File: config.mk
export PLATFORM = sky130hd
export DESIGN_NAME = rtcs_supervisor
export DESIGN_NICKNAME = d
export VERILOG_FILES = /design/src/hdl/rtcs_low_filter.v /design/src/hdl/rtcs_supervisor.v
export VERILOG_INCLUDE_DIRS = /design/src /design/src/hdl
export SDC_FILE = /design/constraint.sdc
export NUM_CORES = 1
export LEC_CHECK = 0
export ABC_AREA = 1
export BUFFER_PORTS_ARGS = -buffer_cell sky130_fd_sc_hd__buf_2
export CORE_ASPECT_RATIO = 1.1
export CORE_MARGIN = 1
export CORE_UTILIZATION = 35
export CTS_CLUSTER_DIAMETER = 120
export CTS_CLUSTER_SIZE = 28
export DETAILED_ROUTE_END_ITERATION = 10
export SYNTH_ARGS = -nofsm -noshare
export SYNTH_HDL_FRONTEND = slang
export SYNTH_HIERARCHICAL = 1
export SYNTH_SLANG_ARGS = --single-unit
File: constraint.sdc
create_clock -name clk -period 5.3 [get_ports clk]
set_input_delay 0.265 -clock clk [delete_from_list [all_inputs] [get_ports clk]]
set_output_delay 0.265 -clock clk [all_outputs]
set_load 0.01 [all_outputs]
File: src/hdl/rtcs_map.vh
// register offsets, field positions, reset values and timing for the rtc supervisor
// assumes a 125 MHz system clock
`ifndef RTCS_MAP_VH
`define RTCS_MAP_VH

`define RTCS_ADDR_CTRL      5'h08
`define RTCS_ADDR_WDOG      5'h09
`define RTCS_ADDR_ALARM_MONTH_AND_ENABLES  5'h0a
`define RTCS_ADDR_AL_DATE   5'h0b
`define RTCS_ADDR_AL_HOUR   5'h0c
`define RTCS_ADDR_AL_MIN    5'h0d
`define RTCS_ADDR_AL_SEC    5'h0e
`define RTCS_ADDR_FLAGS     5'h0f
`define RTCS_ADDR_SQW       5'h13

`define RTCS_CTRL_OUT_BIT   7
`define RTCS_CTRL_FT_BIT    6
`define RTCS_WD_STEER_BIT   7
`define RTCS_AM_AFE_BIT     7
`define RTCS_AM_SQUARE_WAVE_ENABLE_BIT    6
`define RTCS_AM_ABE_BIT     5
`define RTCS_RPT_BIT        7
`define RTCS_RPT5_BIT       6
`define RTCS_FLAG_WDF_BIT   7
`define RTCS_FLAG_AF_BIT    6
`define RTCS_FLAG_BL_BIT    4

`define RTCS_RST_BYTE       8'h00
`define RTCS_RST_CTRL       8'h80

`define RTCS_CLK_HZ         125000000
`define RTCS_CLK_MHZ        125
`define RTCS_OSC2_HZ        65536
`define RTCS_FT_TAP         6
`define RTCS_WD_TICK_BITS   12

`define RTCS_POST_POWER_HOLD_TIME_SHORT_US  1000
`define RTCS_POST_POWER_HOLD_TIME_MID_US    97000
`define RTCS_POST_POWER_HOLD_TIME_LONG_US   100000
`define RTCS_RESET_INPUT_ONE_MIN_NS  200
`define RTCS_RESET_INPUT_TWO_MIN_US  100000

`endif

File: src/hdl/rtcs_low_filter.v
// low-level qualifier: reports a low only after it has lasted a set number of cycles
// assumes level_in is already synchronised to clk
`timescale 1ns/1ns
module rtcs_low_filter #(
	parameter [23:0] MIN_CYC = 24'd25
) (
	input  wire clk,
	input  wire srst,
	input  wire level_in,
	output reg  low_out_reg
);
	reg [23:0] cnt_reg;

	always @(posedge clk) begin
		if (srst) begin
			cnt_reg     <= 24'h00_0000;
			low_out_reg <= 1'b0;
		end else if (level_in) begin
			cnt_reg     <= 24'h00_0000;
			low_out_reg <= 1'b0;
		end else if (cnt_reg < MIN_CYC - 24'd1) begin
			cnt_reg <= cnt_reg + 24'd1;
		end else begin
			low_out_reg <= 1'b1;
		end
	end
endmodule // rtcs_low_filter

File: src/hdl/rtcs_supervisor.v
// alarm, watchdog, square wave and reset supervisor of a serial rtc
// assumes the serial bus engine supplies register strobes, pointer and bcd time
// Functional notes
// [RULE1] alarm settings held; match sets alarm flag
// [RULE2] repeat bits pick second..year alarm period
// [RULE3] undefined repeat codes act as per-second
// [RULE4] enabled alarm match drives interrupt pin low
// [RULE5] host disables alarm by zeroing date, repeats
// [RULE6] pointer on flags defers alarm interrupt
// [RULE7] flags read releases pin; flag clears after
// [RULE8] on battery, alarm needs backup and irq enable
// [RULE9] power-up clears backup and irq enables
// [RULE10] watchdog multiplier times resolution sets timeout
// [RULE11] missed restart sets watchdog flag, acts
// [RULE12] steer bit picks interrupt or reset pulse
// [RULE13] reset timeout clears watchdog and enable bits
// [RULE14] kick edge or register write restarts watchdog
// [RULE15] writing zero releases pin, disables watchdog
// [RULE16] flags read clears watchdog flag
// [RULE17] power-up clears watchdog register
// [RULE18] watchdog interrupt overrides frequency test
// [RULE19] rate field selects square wave frequency
// [RULE20] power fail holds reset low, then hold
// [RULE21] qualified reset inputs act as power reset
// [RULE22] reset released after hold once inputs high
// [RULE23] hold time set by length, halt bits
// [RULE24] idle pin follows output level bit
// [RULE25] flags hold watchdog, alarm, battery low bits
// [RULE26] interrupt pin is open-drain active low
// [RULE27] square wave static when off
`timescale 1ns/1ns
`include "rtcs_map.vh"
module rtcs_supervisor #(
	parameter [23:0] HOLD_SHORT_CYC = `RTCS_POST_POWER_HOLD_TIME_SHORT_US * `RTCS_CLK_MHZ,
	parameter [23:0] HOLD_MID_CYC   = `RTCS_POST_POWER_HOLD_TIME_MID_US * `RTCS_CLK_MHZ,
	parameter [23:0] HOLD_LONG_CYC  = `RTCS_POST_POWER_HOLD_TIME_LONG_US * `RTCS_CLK_MHZ,
	parameter [23:0] RESET_INPUT_TWO_CYC     = `RTCS_RESET_INPUT_TWO_MIN_US * `RTCS_CLK_MHZ
) (
	input  wire       clk,
	input  wire       srst,
	input  wire [4:0] reg_addr,
	input  wire       reg_wr,
	input  wire       reg_rd,
	input  wire [7:0] reg_wdata,
	output reg  [7:0] reg_rdata,
	input  wire [4:0] reg_pointer,
	input  wire       time_update,
	input  wire [7:0] cur_sec,
	input  wire [7:0] cur_min,
	input  wire [7:0] cur_hour,
	input  wire [7:0] cur_date,
	input  wire [7:0] cur_month,
	input  wire       deselect_length_bit,
	input  wire       oscillator_halt_bit,
	input  wire       vcc_ok,
	input  wire       on_battery,
	input  wire       battery_low,
	input  wire       watchdog_kick_input,
	input  wire       reset_input_one,
	input  wire       reset_input_two,
	output reg        irq_pin_out,
	output reg        irq_pin_oe,
	output reg        rst_pin_out,
	output reg        rst_pin_oe,
	output reg        square_wave_output
);
	localparam [26:0] OSC_STEP = `RTCS_OSC2_HZ;
	localparam [26:0] OSC_MOD  = `RTCS_CLK_HZ;
	localparam [23:0] RESET_INPUT_ONE_CYC =
		(`RTCS_RESET_INPUT_ONE_MIN_NS * `RTCS_CLK_MHZ + 999) / 1000;

	reg [7:0]  ctrl_reg;
	reg [7:0]  wdog_reg;
	reg [7:0]  alarm_month_and_enables_reg;
	reg [7:0]  al_date_reg;
	reg [7:0]  al_hour_reg;
	reg [7:0]  al_min_reg;
	reg [7:0]  al_sec_reg;
	reg [7:0]  sqw_reg;
	reg        watchdog_flag_reg;
	reg        alarm_flag_reg;
	reg        alarm_pend_reg;
	reg        wd_irq_reg;
	reg [26:0] osc_acc_reg;
	reg        osc_tick_reg;
	reg [15:0] prescale_reg;
	reg [10:0] wd_cnt_reg;
	reg [23:0] hold_reg;
	reg [2:0]  kick_sync_reg;
	reg [1:0]  vcc_sync_reg;
	reg [1:0]  bat_sync_reg;
	reg [1:0]  bl_sync_reg;
	reg [1:0]  r1_sync_reg;
	reg [1:0]  r2_sync_reg;

	wire       r1_low;
	wire       r2_low;
	wire       flags_rd = reg_rd && (reg_addr == `RTCS_ADDR_FLAGS);
	wire       wd_wr    = reg_wr && (reg_addr == `RTCS_ADDR_WDOG);
	wire       wd_en    = (wdog_reg[6:2] != 5'h00);
	wire       wd_tick  = osc_tick_reg && (prescale_reg[`RTCS_WD_TICK_BITS-1:0] == 12'hfff);
	wire       kick     = kick_sync_reg[2] ^ kick_sync_reg[1];
	wire       wd_limit_hit;
	wire       wd_timeout = wd_en && wd_tick && !kick && !wd_wr && wd_limit_hit;
	wire       wd_rst_fire = wd_timeout && wdog_reg[`RTCS_WD_STEER_BIT];
	wire       alarm_hit;
	wire       afe  = alarm_month_and_enables_reg[`RTCS_AM_AFE_BIT];
	wire       abe  = alarm_month_and_enables_reg[`RTCS_AM_ABE_BIT];
	wire       square_wave_enable = alarm_month_and_enables_reg[`RTCS_AM_SQUARE_WAVE_ENABLE_BIT];
	wire       ft   = ctrl_reg[`RTCS_CTRL_FT_BIT];
	wire       rst_src = !vcc_sync_reg[1] || r1_low || r2_low || wd_rst_fire;

	// bcd alarm compare under the repeat-mode mask
	function match_fn;
		input [4:0] rpt;
		input [39:0] al;
		input [39:0] now;
		reg   [4:0] need;
		begin
			need = 5'b00000;
			case (rpt)
			5'b11111: need = 5'b00000;
			5'b11110: need = 5'b00001;
			5'b11100: need = 5'b00011;
			5'b11000: need = 5'b00111;
			5'b10000: need = 5'b01111;
			5'b00000: need = 5'b11111;
			default:  need = 5'b00000; // RULE3
			endcase
			match_fn = (!need[0] || al[6:0] == now[6:0]) &&
				(!need[1] || al[14:8] == now[14:8]) &&
				(!need[2] || al[21:16] == now[21:16]) &&
				(!need[3] || al[29:24] == now[29:24]) &&
				(!need[4] || al[36:32] == now[36:32]); // RULE2
		end
	endfunction

	// timeout in sixteenths of a second: multiplier scaled by 1, 4, 16 or 64
	function [10:0] wd_limit_fn;
		input [7:0] wd;
		begin
			wd_limit_fn = {6'h00, wd[6:2]} << {wd[1:0], 1'b0}; // RULE10
		end
	endfunction

	// prescaler tap for a rate code: code 1 is 32768 Hz, else 32768 >> code
	function [3:0] sqw_tap_fn;
		input [3:0] code;
		begin
			sqw_tap_fn = (code == 4'h1) ? 4'h0 : code; // RULE19
		end
	endfunction

	function [23:0] hold_fn;
		input tr;
		input st;
		begin
			if (tr)
				hold_fn = HOLD_SHORT_CYC;
			else if (st)
				hold_fn = HOLD_LONG_CYC;
			else
				hold_fn = HOLD_MID_CYC; // RULE23
		end
	endfunction

	assign wd_limit_hit = ({1'b0, wd_cnt_reg} + 12'd1) >= {1'b0, wd_limit_fn(wdog_reg)};
	assign alarm_hit = time_update && match_fn(
		{al_date_reg[`RTCS_RPT5_BIT], al_date_reg[`RTCS_RPT_BIT],
		al_hour_reg[`RTCS_RPT_BIT], al_min_reg[`RTCS_RPT_BIT], al_sec_reg[`RTCS_RPT_BIT]},
		{alarm_month_and_enables_reg, al_date_reg, al_hour_reg, al_min_reg, al_sec_reg},
		{cur_month, cur_date, cur_hour, cur_min, cur_sec}); // RULE1

	rtcs_low_filter #(
		.MIN_CYC (RESET_INPUT_ONE_CYC)
	) u_reset_input_one (
		.clk         (clk),
		.srst        (srst),
		.level_in    (r1_sync_reg[1]),
		.low_out_reg (r1_low)
	);

	rtcs_low_filter #(
		.MIN_CYC (RESET_INPUT_TWO_CYC)
	) u_reset_input_two (
		.clk         (clk),
		.srst        (srst),
		.level_in    (r2_sync_reg[1]),
		.low_out_reg (r2_low)
	);

	// pin synchronisers
	always @(posedge clk) begin
		if (srst) begin
			kick_sync_reg <= 3'b000;
			vcc_sync_reg  <= 2'b00;
			bat_sync_reg  <= 2'b00;
			bl_sync_reg   <= 2'b00;
			r1_sync_reg   <= 2'b11;
			r2_sync_reg   <= 2'b11;
		end else begin
			kick_sync_reg <= {kick_sync_reg[1:0], watchdog_kick_input};
			vcc_sync_reg  <= {vcc_sync_reg[0], vcc_ok};
			bat_sync_reg  <= {bat_sync_reg[0], on_battery};
			bl_sync_reg   <= {bl_sync_reg[0], battery_low};
			r1_sync_reg   <= {r1_sync_reg[0], reset_input_one};
			r2_sync_reg   <= {r2_sync_reg[0], reset_input_two};
		end
	end

	// 65536 Hz enable from the system clock, then the oscillator divider chain
	always @(posedge clk) begin
		if (srst) begin
			osc_acc_reg  <= 27'h000_0000;
			osc_tick_reg <= 1'b0;
			prescale_reg <= 16'h0000;
		end else begin
			if (osc_acc_reg + OSC_STEP >= OSC_MOD) begin
				osc_acc_reg  <= osc_acc_reg + OSC_STEP - OSC_MOD;
				osc_tick_reg <= 1'b1;
			end else begin
				osc_acc_reg  <= osc_acc_reg + OSC_STEP;
				osc_tick_reg <= 1'b0;
			end
			if (osc_tick_reg)
				prescale_reg <= prescale_reg + 16'h0001;
		end
	end

	// register file, flags and watchdog
	always @(posedge clk) begin
		if (srst) begin
			ctrl_reg          <= `RTCS_RST_CTRL;
			wdog_reg          <= `RTCS_RST_BYTE; // RULE17
			alarm_month_and_enables_reg      <= `RTCS_RST_BYTE; // RULE9
			al_date_reg       <= `RTCS_RST_BYTE;
			al_hour_reg       <= `RTCS_RST_BYTE;
			al_min_reg        <= `RTCS_RST_BYTE;
			al_sec_reg        <= `RTCS_RST_BYTE;
			sqw_reg           <= `RTCS_RST_BYTE;
			watchdog_flag_reg <= 1'b0;
			alarm_flag_reg    <= 1'b0;
			alarm_pend_reg    <= 1'b0;
			wd_irq_reg        <= 1'b0;
			wd_cnt_reg        <= 11'h000;
			reg_rdata         <= 8'h00;
		end else begin
			if (reg_wr) begin
				case (reg_addr)
				`RTCS_ADDR_CTRL:     ctrl_reg <= reg_wdata;
				`RTCS_ADDR_WDOG:     wdog_reg <= reg_wdata;
				`RTCS_ADDR_ALARM_MONTH_AND_ENABLES: alarm_month_and_enables_reg <= reg_wdata;
				`RTCS_ADDR_AL_DATE:  al_date_reg <= reg_wdata; // RULE5
				`RTCS_ADDR_AL_HOUR:  al_hour_reg <= reg_wdata;
				`RTCS_ADDR_AL_MIN:   al_min_reg <= reg_wdata;
				`RTCS_ADDR_AL_SEC:   al_sec_reg <= reg_wdata;
				`RTCS_ADDR_SQW:      sqw_reg <= {reg_wdata[7:4], 4'h0};
				default:             ;
				endcase
			end
			if (reg_rd) begin
				case (reg_addr)
				`RTCS_ADDR_CTRL:     reg_rdata <= ctrl_reg;
				`RTCS_ADDR_WDOG:     reg_rdata <= wdog_reg;
				`RTCS_ADDR_ALARM_MONTH_AND_ENABLES: reg_rdata <= alarm_month_and_enables_reg;
				`RTCS_ADDR_AL_DATE:  reg_rdata <= al_date_reg;
				`RTCS_ADDR_AL_HOUR:  reg_rdata <= al_hour_reg;
				`RTCS_ADDR_AL_MIN:   reg_rdata <= al_min_reg;
				`RTCS_ADDR_AL_SEC:   reg_rdata <= al_sec_reg;
				`RTCS_ADDR_FLAGS:    reg_rdata <= {watchdog_flag_reg, alarm_flag_reg, 1'b0,
					bl_sync_reg[1], 4'h0}; // RULE25
				`RTCS_ADDR_SQW:      reg_rdata <= sqw_reg;
				default:             reg_rdata <= 8'h00;
				endcase
			end
			// old flag value is returned, the clear shows on the next read
			if (alarm_hit)
				alarm_flag_reg <= 1'b1; // RULE1
			else if (flags_rd)
				alarm_flag_reg <= 1'b0; // RULE7
			if (alarm_hit && afe && (!bat_sync_reg[1] || abe))
				alarm_pend_reg <= 1'b1; // RULE8
			else if (flags_rd)
				alarm_pend_reg <= 1'b0; // RULE7
			if (wd_timeout)
				watchdog_flag_reg <= 1'b1; // RULE11
			else if (flags_rd)
				watchdog_flag_reg <= 1'b0; // RULE16
			if (wd_timeout && !wdog_reg[`RTCS_WD_STEER_BIT])
				wd_irq_reg <= 1'b1; // RULE12
			else if (wd_wr && reg_wdata == 8'h00)
				wd_irq_reg <= 1'b0; // RULE15
			if (!wd_en || kick || wd_wr)
				wd_cnt_reg <= 11'h000; // RULE14
			else if (wd_tick)
				wd_cnt_reg <= wd_limit_hit ? 11'h000 : wd_cnt_reg + 11'h001;
			if (wd_rst_fire) begin
				wdog_reg <= `RTCS_RST_BYTE; // RULE13
				ctrl_reg[`RTCS_CTRL_FT_BIT] <= 1'b0;
				alarm_month_and_enables_reg[`RTCS_AM_AFE_BIT]  <= 1'b0;
				alarm_month_and_enables_reg[`RTCS_AM_ABE_BIT]  <= 1'b0;
				alarm_month_and_enables_reg[`RTCS_AM_SQUARE_WAVE_ENABLE_BIT] <= 1'b0;
			end
		end
	end

	// reset output: held while any source stands, then for the hold time
	always @(posedge clk) begin
		if (srst) begin
			hold_reg    <= HOLD_LONG_CYC; // RULE20
			rst_pin_oe  <= 1'b1;
			rst_pin_out <= 1'b0;
		end else begin
			rst_pin_out <= 1'b0;
			if (rst_src)
				hold_reg <= hold_fn(deselect_length_bit, oscillator_halt_bit); // RULE21
			else if (hold_reg != 24'h00_0000)
				hold_reg <= hold_reg - 24'h00_0001; // RULE22
			rst_pin_oe <= rst_src || (hold_reg > 24'h00_0001);
		end
	end

	// shared interrupt / test / level pin
	always @(posedge clk) begin
		if (srst) begin
			irq_pin_oe         <= 1'b0;
			irq_pin_out        <= 1'b0;
			square_wave_output <= 1'b0;
		end else begin
			irq_pin_out <= 1'b0;
			if (wd_irq_reg || (alarm_pend_reg && reg_pointer != `RTCS_ADDR_FLAGS))
				irq_pin_oe <= 1'b1; // RULE26 RULE4 RULE6 RULE18
			else if (afe)
				irq_pin_oe <= 1'b0;
			else if (ft && !oscillator_halt_bit && (wdog_reg[`RTCS_WD_STEER_BIT] || !wd_en))
				irq_pin_oe <= !prescale_reg[`RTCS_FT_TAP];
			else if (!ft && wdog_reg == 8'h00)
				irq_pin_oe <= !ctrl_reg[`RTCS_CTRL_OUT_BIT]; // RULE24
			else
				irq_pin_oe <= 1'b0;
			if (!square_wave_enable || sqw_reg[7:4] == 4'h0)
				square_wave_output <= 1'b0; // RULE27
			else
				square_wave_output <= prescale_reg[sqw_tap_fn(sqw_reg[7:4])]; // RULE19
		end
	end
endmodule // rtcs_supervisor

==> results of run 1 <==
## worst min path at each step
stage               depth (start not counted)  slack, ns                       from                   endpoint
global route                                3       0.14               reg_wdata[7]   wdog_reg[7]$_SDFFE_PP0P_
CTS                                         3       0.12               reg_wdata[6]   ctrl_reg[6]$_SDFFE_PP0P_
floorplan                                   1       0.37            reset_input_one  r1_sync_reg[0]$_SDFF_PP1_
global placement                            1       0.39  r1_sync_reg[0]$_SDFF_PP1_  r1_sync_reg[1]$_SDFF_PP1_
detailed placement                          1       0.40  r1_sync_reg[0]$_SDFF_PP1_  r1_sync_reg[1]$_SDFF_PP1_
finish                                      3       0.14               reg_wdata[6]   ctrl_reg[6]$_SDFFE_PP0P_
## layer usage
layer | wire length, um | part of all wire | up-vias | global-route usage
met2 | 13720 | 0.48 | 184 | 0.2871
li1 | - | - | 5509 | -
met5 | 0 | 0 | - | 0
met4 | 301 | 0.011 | 0 | 0.03188
met1 | 13450 | 0.47 | 4814 | 0.2224
met3 | 1070 | 0.037 | 18 | 0.01784
## cell type report
type	instances	area (um2)
repair buffers	80	435.4
clock buffers	11	275.3
fillers	3469	19940
well taps	426	533.0
clock inverters	2	41.29
inverters	215	809.5
flip-flops and latches	211	4224
multi-input cells	1225	6379
## cell usage in the layout (no fill, tap or decap), types with 2 or more instances in the layout
master / n
nand2_1: 357
nor2_1: 227
dfxtp_1: 211
inv_1: 196
a21oi_1: 134
nand3_1: 108
o21ai_0: 88
buf_2: 72
xor2_1: 49
nand2_2: 35
xnor2_1: 33
nand4_1: 30
ha_1: 21
nor3_1: 18
nand3_2: 17
a21oi_2: 16
inv_2: 13
nor2_4: 12
or2_2: 11
nor2_2: 11
clkbuf_16: 11
o22ai_1: 10
nor4_1: 8
a22oi_1: 6
nand3b_1: 6
dlygate4sd3_1: 6
clkinv_1: 5
o31ai_1: 4
nand2_4: 3
o211ai_1: 3
a211oi_1: 2
nand3_4: 2
nand2_8: 2
conb_1: 2
buf_4: 2
o21bai_1: 2
## power breakdown
part,switching [mW],leakage (nW),total [mW],internal [mW]
clock,0.526,0.156,0.958,0.433
sequential,0.0195,1.71,1.63,1.61
combinational,0.131,3.08,0.205,0.0742
## logic make-up after synthesis
family | share of synthesized area
AOI/OAI and AO/OA | 0.1278
xor gates and xnor gates | 0.06142
adders and majority gates | 0.02247
buffers and inverters | 0.09353
DFF | 0.3613
other | 0.0003207
and+or+nand+nor | 0.3332
## worst max-delay path: stages, from the launching register on
cell	delay (ns)
dfxtp_1	0.38
ha_1	0.20
nand3_1	0.11
nor2_1	0.15
inv_1	0.07
nor2_1	0.19
nand4_1	0.14
xnor2_1	0.24
ha_1	0.30
nand3_1	0.10
inv_1	0.04
nand2_1	0.06
nand2_1	0.05
nor2_1	0.09
nand3_1	0.21
nand3_4	0.32
nand3_2	0.32
nand2_1	0.23
a21oi_1	0.07
## stage by stage
step / power (mW) / hold slack [ns] / instance area, um2 / utilization / cells
3_3_place_gp: 1.862 / 0.3914 / 12320 / 0.3775 / 2151
6_report: 2.790 / 0.1409 / 12700 / 0.3891 / 2170
3_5_place_dp: 1.864 / 0.3982 / 12320 / 0.3775 / 2151
5_1_grt: 2.915 / 0.1359 / 12700 / 0.3891 / 2170
4_1_cts: 2.833 / 0.1195 / 12700 / 0.3891 / 2170
2_1_floorplan: 1.794 / 0.3688 / 11700 / - / 1700
==> results.py, run 1 <==
metrics = {
    "outcome": {
        "status": "complete, no violations",
    },
    "synth": {
        "synthesis.area_um2": 11690,
        "synth_flop_cell": "dfxtp_1",
        "synthCells": 1699,
        "seq_area_frac_synth": 0.3613,
        "synth_edf_count": 0,
        "synth_top_area_share": 0.3613,
        "ys_warn_count": 6,
        "synth_area_leaders": "dfxtp_1 (36%), nand2_1 (11%), nor2_1 (7.3%)",
        "synth_cell_type_count": 47,
        "ys_ff_latch": 211,
        "async_flop_share": 0,
        "yosysMostFrequentCell": "nand2_1",
        "synth_commonest_cells": "nand2_1 (357), nor2_1 (227), dfxtp_1 (211)",
        "avgSynthCellArea_um2": 6.882,
        "synth_area_leader_cell": "dfxtp_1",
    },
    "cts": {
        "cts.sinks": 211,
        "cts_buffers": 11,
        "clkSlewWorstSetupHoldPaths_ns": 0.11,
        "cts_max_level": 1,
        "ctsResizeCount": 0,
        "clk_latency_ns": 0.48,
        "cts_tree": "built",
        "cts_root_buf": "clkbuf_16",
        "post_cts_buffers": 0,
        "clockBufferDepth": 3,
        "hold_buffers": 6,
    },
    "setup_path": {
        "rr_worst_depth": 18,
        "timing.rr.start": "wd_cnt_reg[0]$_SDFFE_PP0P_",
        "reg2reg_to": "hold_reg[8]$_SDFFE_PP0P_",
        "startpoint": "wd_cnt_reg[0]$_SDFFE_PP0P_",
        "cp.arrival_ns": 3.74,
        "worst-r2r-setup-slack_ns": 1.93,
        "crit_required_ns": 5.67,
        "cp_max_fo": 19,
        "critPathKind": "reg -> reg",
        "critical_path.endpoint": "hold_reg[8]$_SDFFE_PP0P_",
        "worstSetupEndpointType": "flop",
        "worstSetupStartpointType": "flop",
    },
    "pwr": {
        "peakVddDrop_mv": 0.1515,
        "p_per_area_nw_per_um2": 219.7,
        "leakagePower_nw": 4.949,
    },
    "global_route": {
        "grt_start_max_net_pins": 54,
        "antenna_found_initial": 0,
        "grt_pass1_wl_um": 47430,
        "grtUsageTotal": 0.1663,
        "first_global_vias": 9852,
        "grt_overflow": 0,
    },
    "routing": {
        "vias_per_cell": 4.850,
        "vias": 10530,
        "drtIter0Drc": 728,
        "ant_nets": 0,
        "routed_wl_um": 28550,
        "firstDrtPassIters": 5,
        "wl_per_cell_um": 13.15,
        "drc": 0,
    },
    "die": {
        "io_pins": 84,
        "die-width_um": 176.3,
        "die_h_um": 193.7,
        "dieArea_um2": 34140,
        "start_util": 0.3583,
        "coreArea_um2": 32630,
        "fp-row-count": 69,
    },
    "layout": {
        "area_growth_pct": 8.593,
        "drive_gt1_frac": 0.1210,
        "fin_nets": 1836,
        "antennaDiodeCount": 0,
    },
    "placement": {
        "gp_congestion": 0.9292,
        "dp_slack_ns": 1.997,
        "dp_hpwl_um": 20910,
        "port-buffer-count": 72,
    },
    "sta": {
        "worst_slew_pin_slew_ns": 0.8225,
        "hold_viol": 0,
        "finClkSkew_ns": 0.02580,
        "fmax_ghz": 0.2965,
        "setup_tns_ns": 0,
        "relSlewSlack": 0.4517,
        "slew_violations": 0,
        "period_minus_slack_ns": 3.372,
        "setup_ws_ns": 1.928,
        "rsz0062_at_grt": "no",
        "setup_viol": 0,
        "fin_crit_sh": 0.6363,
    },
    "run": {
        "max_cap_violations": 0,
    },
    "hold_path": {
        "min_path_type": "in -> reg",
    },
}
Power figures use the tool's default switching activity.
==> run 2: changes to the inputs <==
Clock period 5.3 ns to 3.48 ns, I/O delays scaled along.
==> results.py, run 2 (same netlist as run 1, synthesis figures left out) <==
metrics = {
    "routing": {
        "firstDrtPassIters": 5,
        "vias": 10640,
        "vias_per_cell": 4.883,
        "routed_wl_um": 29380,
        "drc": 0,
        "drtIter0Drc": 684,
        "ant_nets": 0,
        "wl_per_cell_um": 13.49,
    },
    "global_route": {
        "grt_start_max_net_pins": 61,
        "grt_pass1_wl_um": 48030,
        "grtUsageTotal": 0.1702,
        "grt_overflow": 0,
        "first_global_vias": 9847,
        "antenna_found_initial": 0,
    },
    "die": {
        "start_util": 0.3583,
        "io_pins": 84,
        "coreArea_um2": 32630,
        "dieArea_um2": 34140,
        "die-width_um": 176.3,
        "die_h_um": 193.7,
        "fp-row-count": 69,
    },
    "sta": {
        "finClkSkew_ns": 0.02364,
        "slew_violations": 0,
        "worst_slew_pin_slew_ns": 0.8374,
        "setup_viol": 0,
        "setup_ws_ns": 0.3748,
        "relSlewSlack": 0.4417,
        "period_minus_slack_ns": 3.105,
        "rsz0062_at_grt": "no",
        "hold_viol": 0,
        "setup_tns_ns": 0,
        "fmax_ghz": 0.3220,
        "fin_crit_sh": 0.8923,
    },
    "cts": {
        "clockBufferDepth": 3,
        "cts_tree": "built",
        "cts.sinks": 211,
        "cts_max_level": 1,
        "clk_latency_ns": 0.49,
        "cts_buffers": 11,
        "clkSlewWorstSetupHoldPaths_ns": 0.12,
        "cts_root_buf": "clkbuf_16",
    },
    "pwr": {
        "p_total_mw": 4.202,
        "peakVddDrop_mv": 0.2470,
        "p_per_area_nw_per_um2": 329.5,
        "leakagePower_nw": 4.965,
    },
    "setup_path": {
        "cp_max_fo": 7,
        "crit_required_ns": 3.85,
        "worstSetupEndpointType": "flop",
        "cp.arrival_ns": 3.47,
        "critPathKind": "reg -> reg",
        "worstSetupStartpointType": "flop",
    },
    "run": {
        "max_cap_violations": 0,
    },
    "placement": {
        "port-buffer-count": 72,
        "dp_hpwl_um": 21090,
        "placedCellCount": 2153,
        "dp_slack_ns": 0.2475,
        "gp_congestion": 0.9149,
        "dpl_cell_area_um2": 12340,
    },
    "layout": {
        "area_growth_pct": 9.085,
        "final_cell_mix": "nand2_1 (356), nor2_1 (227), dfxtp_1 (211)",
        "instances_no_fill": 2178,
        "fin_area_um2": 12750,
        "fin_nets": 1844,
        "antennaDiodeCount": 0,
        "drive_gt1_frac": 0.1250,
        "final_common_cell": "nand2_1",
    },
    "outcome": {
        "status": "complete, no violations",
    },
    "hold_path": {
        "min_path_type": "in -> reg",
    },
}
run 2: layout make-up:
| class | count | area [um2] |
|---|---|---|
| fillers | 3460 | 19880 |
| multi-input cells | 1226 | 6404 |
| flip-flops and latches | 211 | 4224 |
| inverters | 215 | 809.5 |
| well taps | 426 | 533.0 |
| repair buffers | 87 | 493.0 |
| clock buffers | 11 | 275.3 |
| clock inverters | 2 | 16.27 |
run 2: worst paths after layout:
check                                           startpoint  slack, ns                    endpoint  cells past startpoint
worst min-delay path                          reg_wdata[6]       0.04    ctrl_reg[6]$_SDFFE_PP0P_                      3
worst max-delay path            wd_cnt_reg[0]$_SDFFE_PP0P_       0.37       rst_pin_oe$_SDFF_PP1_                     18
worst min register to register  bat_sync_reg[0]$_SDFF_PP0_       0.42  bat_sync_reg[1]$_SDFF_PP0_                      2
worst max register to register  wd_cnt_reg[0]$_SDFFE_PP0P_       0.37       rst_pin_oe$_SDFF_PP1_                     18
run 2: power breakdown:
| group | switching, mW | internal (mW) | total, mW | leakage, nW |
|---|---|---|---|---|
| registers | 0.0299 | 2.45 | 2.48 | 1.71 |
| clock network | 0.821 | 0.585 | 1.41 | 0.140 |
| logic | 0.203 | 0.115 | 0.318 | 3.12 |
run 2: worst max-delay path: stages, from the launching register on:
cell and delay, ns:
dfxtp_1 0.38, ha_1 0.19, nand3_1 0.11, nor2_1 0.14, inv_1 0.07, nor2_1 0.17, nand2_1 0.09, xor2_1 0.16
inv_1 0.09, ha_1 0.31, nand3_1 0.11, inv_1 0.05, nand2_1 0.05, nand2_1 0.05, nor2_1 0.11, nand3_2 0.18
nand3_4 0.26, nand3_1 0.14, or2_2 0.32
run 2: timing repair:
item                                    4_1_cts  5_1_grt
resized for setup                             0        3
buffers inserted                              0        3
hold buffers                                  8        0
endpoints found under the setup margin        0       30
hold endpoints to repair                      7        0
run 2: per-layer routing:
layer	share of wire	GRT usage	vias to the layer above
met3	0.037	0.01902	28
met4	0.017	0.03800	0
met5	0	0	-
met2	0.47	0.2890	188
li1	-	-	5538
met1	0.47	0.2292	4881
run 2: through the flow:
stage | hold slack [ns] | utilization
final | 0.03763 | 0.3908
after global routing | 0.03660 | 0.3908
after CTS | 0.02007 | 0.3894
after detailed placement | 0.3598 | 0.3780
after global placement | 0.3599 | 0.3780
after floorplan | 0.2778 | -
==> run 3: changes to the inputs <==
Settings changed: SYNTH_HIERARCHICAL 1 to default.
==> results.py, run 3 <==
metrics = {
    "setup_path": {
        "crit_required_ns": 3.83,
        "cp.arrival_ns": 3.45,
        "crit_slowest_cell": "dfxtp_1",
        "max_stage_delay_ns": 0.43,
        "crit_chain": "ha_1 -> nand2_1 -> nor2_1 -> inv_1 -> nor2_2 -> nand3_1 -> xnor2_2 -> ha_1 -> nand3_1 -> inv_1 -> nand2_1 -> nand2_1 -> nor2_1 -> nand3_1 -> nand3_4 -> nand2_2 -> nand2_2 -> nand2_1 -> nand2_1 -> nor2_1",
        "critPathMostFrequentCell": "nand2_1",
        "timing.rr.start": "wd_cnt_reg[0]$_SDFFE_PP0P_",
        "worst-r2r-setup-slack_ns": 0.38,
        "critPathKind": "reg -> reg",
        "reg2reg_to": "hold_reg[3]$_SDFFE_PP0P_",
        "worstSetupEndpointType": "flop",
        "rr_worst_depth": 20,
        "cp_max_fo": 11,
        "worstSetupStartpointType": "flop",
    },
    "synth": {
        "synth_area_leaders": "dfxtp_1 (38%), nand2_1 (11%), a21oi_1 (7.6%)",
        "ys_warn_count": 0,
        "async_flop_share": 0,
        "ys_ff_latch": 211,
        "synth_top_area_share": 0.3793,
        "synth_area_leader_cell": "dfxtp_1",
        "synth_commonest_cells": "nand2_1 (324), dfxtp_1 (211), inv_1 (202)",
        "synthesis.area_um2": 11140,
        "yosysMostFrequentCell": "nand2_1",
        "synth_flop_cell": "dfxtp_1",
        "avgSynthCellArea_um2": 6.899,
        "seq_area_frac_synth": 0.3793,
        "synth_edf_count": 0,
        "synth_cell_type_count": 48,
        "synthCells": 1614,
    },
    "placement": {
        "dp_hpwl_um": 21690,
        "dpl_cell_area_um2": 11860,
        "gp_congestion": 0.9070,
        "port-buffer-count": 72,
    },
    "cts": {
        "cts_tree": "built",
        "cts_max_level": 1,
        "cts_buffers": 11,
        "clkSlewWorstSetupHoldPaths_ns": 0.11,
        "clk_latency_ns": 0.47,
        "cts_root_buf": "clkbuf_16",
        "cts.sinks": 211,
        "clockBufferDepth": 3,
        "post_cts_buffers": 0,
    },
    "routing": {
        "ant_nets": 0,
        "wl_per_cell_um": 13.91,
        "vias": 10420,
        "m1WireLength_um": 12870,
        "firstDrtPassIters": 5,
        "wl_met3_um": 1106,
        "met2WireLength_um": 13800,
        "top_layer_used": "met4",
        "routed_wl_um": 29060,
        "drc": 0,
        "vias_per_cell": 4.986,
        "drtIter0Drc": 783,
    },
    "layout": {
        "multi_input_area_um2": 5913,
        "final_cell_mix": "nand2_1 (323), dfxtp_1 (211), inv_1 (201)",
        "drive_gt1_frac": 0.08328,
        "final_common_cell": "nand2_1",
        "antennaDiodeCount": 0,
        "n_fill_cell": 3421,
        "utilization": 0.3911,
        "fin_area_um2": 12240,
        "fin_nets": 1761,
        "seq_area_um2": 4224,
        "area_growth_pct": 9.955,
    },
    "die": {
        "start_util": 0.3557,
        "die_h_um": 189.1,
        "fp-row-count": 68,
        "io_pins": 84,
        "coreArea_um2": 31310,
        "dieArea_um2": 32530,
        "die-width_um": 172.1,
    },
    "sta": {
        "setup_viol": 0,
        "worst_slew_pin_slew_ns": 1.038,
        "setup_tns_ns": 0,
        "fmax_ghz": 0.3227,
        "finClkSkew_ns": 0.01288,
        "slew_violations": 0,
        "period_minus_slack_ns": 3.099,
        "relSlewSlack": 0.3051,
        "fin_crit_sh": 0.8905,
        "hold_viol": 0,
        "hold_slack_ns": 0.01537,
        "rsz0062_at_grt": "no",
    },
    "pwr": {
        "p_total_mw": 4.167,
        "leakagePower_nw": 4.874,
        "peakVddDrop_mv": 0.2363,
        "p_per_area_nw_per_um2": 340.3,
    },
    "hold_path": {
        "holdPathEnd": "wdog_reg[0]$_SDFFE_PP0P_",
        "hold_path_depth": 3,
        "min_from": "reg_wdata[0]",
        "min_path_type": "in -> reg",
    },
    "global_route": {
        "grt_start_max_net_pins": 59,
        "grt_overflow": 0,
        "antenna_found_initial": 0,
        "first_global_vias": 9688,
        "grtUsageTotal": 0.1815,
        "grt_pass1_wl_um": 48180,
    },
    "run": {
        "max_cap_violations": 0,
    },
    "outcome": {
        "status": "complete, no violations",
    },
}
run 3: cell types whose count changed after synthesis, moves of 6 or more:
cell     change
nor2_2       -6
nand2_2     -29
a21oi_1     +35
nor2_4       -8
xor2_1      +11
inv_2        -9
nor2_1      -54
nand3_1     +10
nor3_1      +17
xnor2_1     -11
a21oi_2     -16
nand3_2     -13
nand2_1     -33
o21ai_0      +6
run 3: cell type report:
| type | count | area share |
|---|---|---|
| timing repair buffer | 89 | 0.04128 |
| clock inverter | 2 | 0.001328 |
| sequential | 211 | 0.3450 |
| tap | 420 | 0.04292 |
| clock buffer | 11 | 0.02248 |
| inverter | 209 | 0.06407 |
| multi-input combinational | 1147 | 0.4829 |
run 3: worst max path at each step:
| stage | from | endpoint |
|---|---|---|
| floorplan | wd_cnt_reg[0]$_SDFFE_PP0P_ | hold_reg[18]$_SDFFE_PP1P_ |
| global placement | wd_cnt_reg[0]$_SDFFE_PP0P_ | hold_reg[3]$_SDFFE_PP0P_ |
| detailed placement | wd_cnt_reg[0]$_SDFFE_PP0P_ | hold_reg[3]$_SDFFE_PP0P_ |
| CTS | wd_cnt_reg[0]$_SDFFE_PP0P_ | hold_reg[20]$_SDFFE_PP1P_ |
| global route | wd_cnt_reg[0]$_SDFFE_PP0P_ | hold_reg[3]$_SDFFE_PP0P_ |
| finish | wd_cnt_reg[0]$_SDFFE_PP0P_ | hold_reg[3]$_SDFFE_PP0P_ |
run 3: worst max-delay path: cells and delay by family (launching register included):
family	cells	cell delay (ns)
xor+xnor	1	0.17
flops	1	0.43
buf+inv	2	0.12
fa+ha+maj	2	0.54
simple gates	15	1.71
run 3: logic make-up after synthesis:
logic type               count (synthesis)  share of synthesized area
AND/OR/NAND/NOR                        737                     0.2928
AO/OA/AOI/OAI                          304                     0.1462
buffers and inverters                  257                    0.09180
adder cells (fa/ha/maj)                 21                    0.02360
flip-flops                             211                     0.3793
other                                    1                  0.0003368
XOR/XNOR                                83                    0.06595
run 3: repair_timing:
action	CTS	global route
hold buffers	7	0
endpoints found under the setup margin	0	31
hold endpoints to repair	7	0
resized for setup	0	4
run 3: per-layer routing:
metal	GRT usage	up-vias
met3	0.01881	57
met4	0.07862	0
met1	0.2237	4777
li1	-	5355
met2	0.3168	227
met5	0	-
run 3: stage by stage:
stage | instances | setup slack [ns]
2_1_floorplan | 1615 | 0.8362
3_3_place_gp | 2069 | 0.2989
3_5_place_dp | 2069 | 0.2543
4_1_cts | 2089 | 0.2257
5_1_grt | 2089 | 0.05309
6_report | 2089 | 0.3810
run 3: where the power goes:
part	switching (mW)	internal [mW]
Sequential	0.0272	2.45
Combinational	0.195	0.111
Clock	0.800	0.585
